[src/hdl/flash_pins_defines.svh]
// Purpose: named constants for the serial flash pin front end
// Assumes: 125 MHz system clock, sampled serial clock
// Notes:   definitions only
`ifndef FLASH_PINS_DEFINES_SVH
`define FLASH_PINS_DEFINES_SVH
`define LANE_W        4
`define BIT_CNT_W     3
`define BITS_SINGLE   3'h1
`define BITS_DUAL     3'h2
`define BITS_QUAD     3'h4
`define BYTE_LAST     3'h7
`define SYNC_STAGES   2
`endif

[src/hdl/flash_pins_pkg.sv]
// Purpose: types for the serial flash pin front end
// Assumes: nothing
// Notes:   constants live in flash_pins_defines.svh
package flash_pins_pkg;
  typedef enum logic [1:0] {
    lane_single,
    lane_dual,
    lane_quad
  } lane_mode_t;
endpackage : flash_pins_pkg

[src/hdl/flash_serial_pin_frontend.sv]
// Purpose: pin-level serial front end of a serial NOR flash
// Assumes: serial clock sampled by clk_i (125 MHz), well below clk_i/4
// Notes:   modes 0 and 3 only; lane mode chosen by the command core
`include "flash_pins_defines.svh"

module flash_serial_pin_frontend (
  input  wire logic                      clk_i,
  input  wire logic                      rst_n_i,
  input  wire logic                      sclk_i,
  input  wire logic                      select_n_i,
  input  wire logic [`LANE_W-1:0]        lane_i,
  output logic      [`LANE_W-1:0]        lane_o,
  output logic      [`LANE_W-1:0]        lane_oe_o,
  input  wire flash_pins_pkg::lane_mode_t lane_mode_i,
  input  wire logic                      quad_enable_bit_i,
  input  wire logic                      lane3_function_select_i,
  input  wire logic                      tx_dir_i,
  input  wire logic [7:0]                tx_byte_i,
  output logic                           tx_ready_o,
  output logic [7:0]                     rx_byte_o,
  output logic                           rx_valid_o,
  output logic                           rx_first_o,
  output logic                           selected_o,
  output logic                           standby_o,
  output logic                           write_protect_n_o,
  output logic                           pin_reset_o
);
  logic                     sclk_s;
  logic                     sel_n_s;
  logic [`LANE_W-1:0]       lane_s;
  logic                     sclk_d;
  logic                     sel_n_d;
  logic                     armed;
  logic                     first_pending;
  logic [`BIT_CNT_W-1:0]    bit_cnt;
  logic [7:0]               rx_sh;
  logic [7:0]               tx_sh;
  logic [`LANE_W-1:0]       drive;
  logic                     out_en;
  logic                     next_sclk_d;
  logic                     next_sel_n_d;
  logic                     next_armed;
  logic                     next_first_pending;
  logic [`BIT_CNT_W-1:0]    next_bit_cnt;
  logic [7:0]               next_rx_sh;
  logic [7:0]               next_tx_sh;
  logic [`LANE_W-1:0]       next_drive;
  logic                     next_out_en;
  logic [7:0]               next_rx_byte;
  logic                     next_rx_valid;
  logic                     next_rx_first;
  logic                     next_tx_ready;
  logic                     rise;
  logic                     fall;
  logic                     active;
  logic                     paused;
  logic                     pause_fn;
  logic [`BIT_CNT_W-1:0]    step;
  logic [7:0]               rx_shift;

  // pins cross into clk_i through two flops before any logic
  // select resets as if low: a select held low through reset is no fall
  pin_sync #(.WIDTH(2 + `LANE_W)) u_sync (
    .clk_i       (clk_i),
    .rst_n_i     (rst_n_i),
    .async_i     ({sclk_i, select_n_i, lane_i}),
    .reset_val_i ({1'h0, 1'h0, 4'hF}),
    .sync_o      ({sclk_s, sel_n_s, lane_s})
  );

  // lane 3 role; quad enable removes pin functions entirely
  always_comb begin
    pause_fn          = !quad_enable_bit_i && !lane3_function_select_i;
    paused            = pause_fn && !lane_s[3] && !sel_n_s;
    pin_reset_o       = !quad_enable_bit_i && lane3_function_select_i && !lane_s[3];
    write_protect_n_o = quad_enable_bit_i ? 1'h1 : lane_s[2];
  end

  // edge detection works for either idle level, so modes 0 and 3 both fit
  always_comb begin
    rise   = sclk_s && !sclk_d;
    fall   = !sclk_s && sclk_d;
    active = armed && !sel_n_s && !paused;
    case (lane_mode_i)
      flash_pins_pkg::lane_dual: begin
        step     = `BITS_DUAL;
        rx_shift = {rx_sh[5:0], lane_s[1:0]};
      end
      flash_pins_pkg::lane_quad: begin
        step     = `BITS_QUAD;
        rx_shift = {rx_sh[3:0], lane_s};
      end
      default: begin
        step     = `BITS_SINGLE;
        rx_shift = {rx_sh[6:0], lane_s[0]};
      end
    endcase
  end

  // framing, shifting and output timing
  always_comb begin
    next_sclk_d        = sclk_s;
    next_sel_n_d       = sel_n_s;
    next_armed         = armed;
    next_first_pending = first_pending;
    next_bit_cnt       = bit_cnt;
    next_rx_sh         = rx_sh;
    next_tx_sh         = tx_sh;
    next_drive         = drive;
    next_out_en        = out_en;
    next_rx_byte       = rx_byte_o;
    next_rx_valid      = 1'h0;
    next_rx_first      = rx_first_o;
    next_tx_ready      = 1'h0;
    if (!rst_n_i) begin
      next_sclk_d        = 1'h0;
      next_sel_n_d       = 1'h0;
      next_armed         = 1'h0;
      next_first_pending = 1'h0;
      next_bit_cnt       = 3'h0;
      next_rx_sh         = 8'h00;
      next_tx_sh         = 8'h00;
      next_drive         = 4'h0;
      next_out_en        = 1'h0;
      next_rx_byte       = 8'h00;
      next_rx_first      = 1'h0;
    end else if (sel_n_s || pin_reset_o) begin
      next_bit_cnt = 3'h0;
      next_out_en  = 1'h0;
      next_armed   = armed && !pin_reset_o;
      if (!sel_n_d && sel_n_s) begin
        next_first_pending = 1'h0;
      end
    end else begin
      if (sel_n_d && !sel_n_s) begin
        next_armed         = 1'h1;
        next_first_pending = 1'h1;
        next_tx_ready      = 1'h1;
      end
      if (active && rise && !tx_dir_i) begin
        next_rx_sh   = rx_shift;
        next_bit_cnt = bit_cnt + step;
        if ((bit_cnt + step) == 3'h0) begin
          next_rx_byte       = rx_shift;
          next_rx_valid      = 1'h1;
          next_rx_first      = first_pending;
          next_first_pending = 1'h0;
        end
      end
      if (active && fall && tx_dir_i) begin
        next_out_en = 1'h1;
        if (bit_cnt == 3'h0) begin
          next_tx_sh    = tx_byte_i;
          next_tx_ready = 1'h1;
        end else begin
          next_tx_sh = tx_sh << step;
        end
        next_bit_cnt = bit_cnt + step;
      end
      if (!tx_dir_i) begin
        next_out_en = 1'h0;
      end
    end
    // msb of the current group goes on the lanes in use
    case (lane_mode_i)
      flash_pins_pkg::lane_dual: next_drive = {2'h0, next_tx_sh[7:6]};
      flash_pins_pkg::lane_quad: next_drive = next_tx_sh[7:4];
      default:                   next_drive = {2'h0, next_tx_sh[7], 1'h0};
    endcase
  end

  always_ff @(posedge clk_i) begin
    sclk_d        <= next_sclk_d;
    sel_n_d       <= next_sel_n_d;
    armed         <= next_armed;
    first_pending <= next_first_pending;
    bit_cnt       <= next_bit_cnt;
    rx_sh         <= next_rx_sh;
    tx_sh         <= next_tx_sh;
    drive         <= next_drive;
    out_en        <= next_out_en;
    rx_byte_o     <= next_rx_byte;
    rx_valid_o    <= next_rx_valid;
    rx_first_o    <= next_rx_first;
    tx_ready_o    <= next_tx_ready;
  end

  // enables: released while deselected or paused; lane use by mode
  always_comb begin
    lane_o    = drive;
    lane_oe_o = 4'h0;
    if (out_en && !sel_n_s && !paused) begin
      case (lane_mode_i)
        flash_pins_pkg::lane_dual: lane_oe_o = 4'h3;
        flash_pins_pkg::lane_quad: lane_oe_o = 4'hF;
        default:                   lane_oe_o = 4'h2;
      endcase
    end
    selected_o = !sel_n_s && armed;
    standby_o  = sel_n_s;
  end

  property p_release_deselect;
    @(posedge clk_i) disable iff (!rst_n_i) sel_n_s |-> lane_oe_o == 4'h0;
  endproperty
  a_release_deselect: assert property (p_release_deselect) else $error("lanes driven while deselected");

  property p_no_rx_idle;
    @(posedge clk_i) disable iff (!rst_n_i) $past(sel_n_s) |-> !rx_valid_o;
  endproperty
  a_no_rx_idle: assert property (p_no_rx_idle) else $error("byte received while deselected");

  property p_armed_after_fall;
    @(posedge clk_i) disable iff (!rst_n_i) (sel_n_d && !sel_n_s && !pin_reset_o) |=> armed;
  endproperty
  a_armed_after_fall: assert property (p_armed_after_fall) else $error("select fall did not arm");

  property p_no_rx_unarmed;
    @(posedge clk_i) disable iff (!rst_n_i) !$past(armed) |-> !rx_valid_o;
  endproperty
  a_no_rx_unarmed: assert property (p_no_rx_unarmed) else $error("byte before first select fall");

  property p_single_lane1;
    @(posedge clk_i) disable iff (!rst_n_i) (lane_mode_i == flash_pins_pkg::lane_single) |-> !lane_oe_o[0];
  endproperty
  a_single_lane1: assert property (p_single_lane1) else $error("lane 0 driven in single mode");

  property p_pause_release;
    @(posedge clk_i) disable iff (!rst_n_i) paused |-> !lane_oe_o[1];
  endproperty
  a_pause_release: assert property (p_pause_release) else $error("lane 1 driven while paused");

  property p_qe_wp;
    @(posedge clk_i) disable iff (!rst_n_i) quad_enable_bit_i |-> (write_protect_n_o && !pin_reset_o);
  endproperty
  a_qe_wp: assert property (p_qe_wp) else $error("pin function active with quad enable");

  property p_frame_end;
    @(posedge clk_i) disable iff (!rst_n_i) (!sel_n_d && sel_n_s) |=> (bit_cnt == 3'h0 && !first_pending);
  endproperty
  a_frame_end: assert property (p_frame_end) else $error("framing not cleared at select rise");
endmodule : flash_serial_pin_frontend

[src/hdl/pin_sync.sv]
// Purpose: two-flop synchroniser for a group of pin inputs
// Assumes: inputs asynchronous to clk_i
// Notes:   first stage is read only by the second stage
module pin_sync #(
  parameter int WIDTH = 1
) (
  input  wire logic             clk_i,
  input  wire logic             rst_n_i,
  input  wire logic [WIDTH-1:0] async_i,
  input  wire logic [WIDTH-1:0] reset_val_i,
  output logic      [WIDTH-1:0] sync_o
);
  logic [WIDTH-1:0] meta;
  logic [WIDTH-1:0] next_meta;
  logic [WIDTH-1:0] stage;
  logic [WIDTH-1:0] next_stage;

  // reset value is a tied constant at every instance
  always_comb begin
    next_meta  = rst_n_i ? async_i : reset_val_i;
    next_stage = rst_n_i ? meta    : reset_val_i;
  end

  always_ff @(posedge clk_i) begin
    meta  <= next_meta;
    stage <= next_stage;
  end

  assign sync_o = stage;
endmodule : pin_sync

[config.mk]
export PLATFORM = sky130hd
export DESIGN_NAME = flash_serial_pin_frontend
export DESIGN_NICKNAME = d
export VERILOG_FILES = /design/src/hdl/flash_pins_pkg.sv /design/src/hdl/flash_serial_pin_frontend.sv /design/src/hdl/pin_sync.sv
export VERILOG_INCLUDE_DIRS = /design/src /design/src/hdl
export SDC_FILE = /design/constraint.sdc
export NUM_CORES = 1
export LEC_CHECK = 0
export BUFFER_PORTS_ARGS = -buffer_cell sky130_fd_sc_hd__buf_2
export CAP_MARGIN = 20
export CORE_MARGIN = 2
export CORE_UTILIZATION = 35
export CTS_BUF_LIST = sky130_fd_sc_hd__clkbuf_4 sky130_fd_sc_hd__clkbuf_8
export CTS_CLUSTER_DIAMETER = 120
export DETAILED_ROUTE_END_ITERATION = 7
export HOLD_SLACK_MARGIN = 0.12
export SLEW_MARGIN = 15
export SYNTH_ARGS = -nofsm -noshare
export SYNTH_HDL_FRONTEND = slang
export SYNTH_SLANG_ARGS = --single-unit
[constraint.sdc]
create_clock -name clk_i -period 3 [get_ports clk_i]
set_input_delay 0.45 -clock clk_i [delete_from_list [all_inputs] [get_ports clk_i]]
set_output_delay 0.45 -clock clk_i [all_outputs]
set_load 0.005 [all_outputs]
==> reports/metrics.cfg <==
[run_status]
outcome = finished, final reports clean

[placement]
io_buffers = 43
place_ws_ns = 0.173
place_congestion = 0.861
dpl.hpwl_um = 3650

[clock_network]
h-tree-depth = 2
ctsHoldBuffers = 0
post_cts_buffers = 0
clkLatencyLatePin_ns = 0.30
clkSinkCount = 50
root_buffer = clkbuf_8
clockBufferDepth = 2
tritoncts = done
cts_resized = 0
clkTransAtPathRegs_ns = 0.09
cts_buffers = 5

[grt]
track_usage_pct = 14.4
grt_pass1_vias = 1748
antenna_found_initial = 0
grt_overflow = 0
grt_max_degree = 31
grt_pass1_wl_um = 8380

[detailed_routing]
vias = 1888
dr.pass1.iters = 4
drcViolationCount = 0
viasPerCell = 4.99
wirelength_um = 5100
drtIter0Drc = 119
ant_nets = 0
wl_per_cell_um = 13.5

[floorplanning]
die_area_um2 = 7340
io_pins = 44
rows = 29
core_area_um2 = 6390
die_h_um = 85.7
die_x_um = 85.7
start_util_pct = 36.6

[finish]
drive_gt1_share_pct = 20.9
syn2layout_area_growth_pct = 16.1
fillers = 657
nets = 328
n_antenna_cell = 0

[yosys]
synth-seq-cells = 50
synth_edf_count = 0
ys_async_sr_fraction_pct = 0
synth_cells = 260
ys_seq_area_share_pct = 42.8
netlist_area_um2 = 2340
synth_nets = 287
synth_area_leaders = dfxtp_1, mux2i_1, nand2_1
ys_top_cells_by_count = dfxtp_1, nand2_1, o21ai_0, nor2_1, nor2b_1
ys_warn_count = 0
yosys.area.top_type = dfxtp_1
synth_top_area_share_pct = 42.8
synth.distinct_cells = 45
avgSynthCellArea_um2 = 8.98
yosysMostFrequentCell = dfxtp_1
synthFlopType = dfxtp_1

[sta]
finalHoldViolations = 0
fmax_mhz = 402
final.period_utilization_pct = 82.9
setup_viol = 0
fin_setup_tns_ns = 0
rsz0062_at_grt = no
worst_slack_ns = 0.512
fin_skew_ns = 0.00569
slew_headroom_pct = 62.5
worstMarginPinSlew_ns = 0.559
fin_crit_ns = 2.49
slew_violations = 0

[power_and_ir_drop]
clkPwrFrac_pct = 33.0
p_per_area_nw_per_um2 = 428
vdd_drop_max_mv = 0.305
cellInternalPower_mw = 0.884
power_switching_mw = 0.277
leakage_nw = 1.16
combPwrFrac_pct = 8.7
switching_share_pct = 23.9
p_seq_share_pct = 58.3

[critical_path]
cp-start-kind = primary input
required_ns = 3.20
path_max_fanout = 9
crit_arrival_ns = 2.69
path_class = in -> reg
crit_path_end_kind = flip-flop

[job]
maxCapViolCount = 0

[min_path]
worst_hold_path_type = in -> reg

[power groups by stage]
stage                     Combinational (mW)  Sequential (mW)  Clock, mW
final                                  0.101            0.677      0.384
after global routing                   0.112            0.678      0.425
after CTS                              0.102            0.677      0.399
after detailed placement               0.101            0.692          0
after global placement                 0.100            0.692          0
after floorplan                       0.0667            0.691          0
[cells by family (layout without fill, tap and decap cells)]
kind of cell,count (synthesis),count (layout),synth area share (%)
AOI/OAI and AO/OA,57,57,16.8
muxes,16,16,7.44
buffers and inverters,21,62,3.91
adders and majority gates,6,6,3.54
DFF,50,50,42.8
xor gates and xnor gates,3,3,1.13
and+or+nand+nor,107,107,24.4
[cell usage in the layout (no fill, tap or decap), types with 2 or more instances in the layout]
cell        n
a221oi_1    2
dfxtp_1    50
a22oi_1     6
nor2_1     15
mux2i_1    14
or2_2       2
a21boi_1    8
a211oi_1    3
a21oi_1     4
and2_1     11
or3_1       2
a2bb2oi_1   3
nand2_1    34
o2bb2ai_1   2
ha_1        5
nor3_1      5
nand2b_1   11
o211a_1     3
inv_1       5
nand3b_1    2
o21ai_0    17
xnor2_1     3
o22ai_1     4
nor2b_1    15
buf_2      43
nor3b_1     3
clkbuf_8    5
buf_4       7
[cell type report]
class | instances | area, um2 | share of cell area, %
clock buffers | 6 | 76.3 | 2.81
clock inverters | 1 | 7.51 | 0.277
inverters | 5 | 18.8 | 0.692
multi-input cells | 189 | 1240 | 45.9
flip-flops and latches | 50 | 1000 | 36.9
well taps | 77 | 96.3 | 3.55
repair buffers | 50 | 268 | 9.88
[worst paths after layout]
path	slack (ns)	from	endpoint	cells after the start
worst max-delay path	0.51	lane_mode_i[0]	first_pending	9
worst min-delay path	0.32	lane_i[2]	u_sync.meta[2]	2
worst max register to register	0.81	sclk_d	first_pending	4
worst min register to register	0.41	u_sync.meta[0]	u_sync.sync_o[0]	1
[worst max-delay path: stages]
cell and delay, ns:
buf_2 0.10, inv_1 0.06, ha_1 0.34, ha_1 0.21, fa_1 0.38, xnor2_1 0.22, xnor2_1 0.11, or4_1 0.59
and3_1 0.24
[through the flow]
step / hold WS [ns] / utilization [%] / cell area (um2) / instances / power (mW)
2_1_floorplan: 0.386 / - / 2340 / 260 / 0.758
3_5_place_dp: 0.393 / 41.1 / 2630 / 371 / 0.794
4_1_cts: 0.317 / 42.5 / 2710 / 378 / 1.18
3_3_place_gp: 0.388 / 41.1 / 2630 / 371 / 0.792
5_1_grt: 0.308 / 42.5 / 2710 / 378 / 1.22
6_report: 0.321 / 42.5 / 2710 / 378 / 1.16
[routing by layer]
metal | up-vias | global-route usage (%) | share of wire [%]
li1 | 980 | - | -
met1 | 859 | 19.8 | 51
met2 | 45 | 21.8 | 42
met3 | 4 | 4.04 | 5.4
met4 | 0 | 4.91 | 1.1
met5 | - | 0 | 0
[flip-flops by register name, indices dropped and copies added (netlist names), 3 cells and up]
name           flops
bit_cnt            3
u_sync.sync_o      6
lane_o             4
rx_byte_o          8
tx_sh              8
rx_sh              7
u_sync.meta        6
Power figures use the tool's default switching activity.
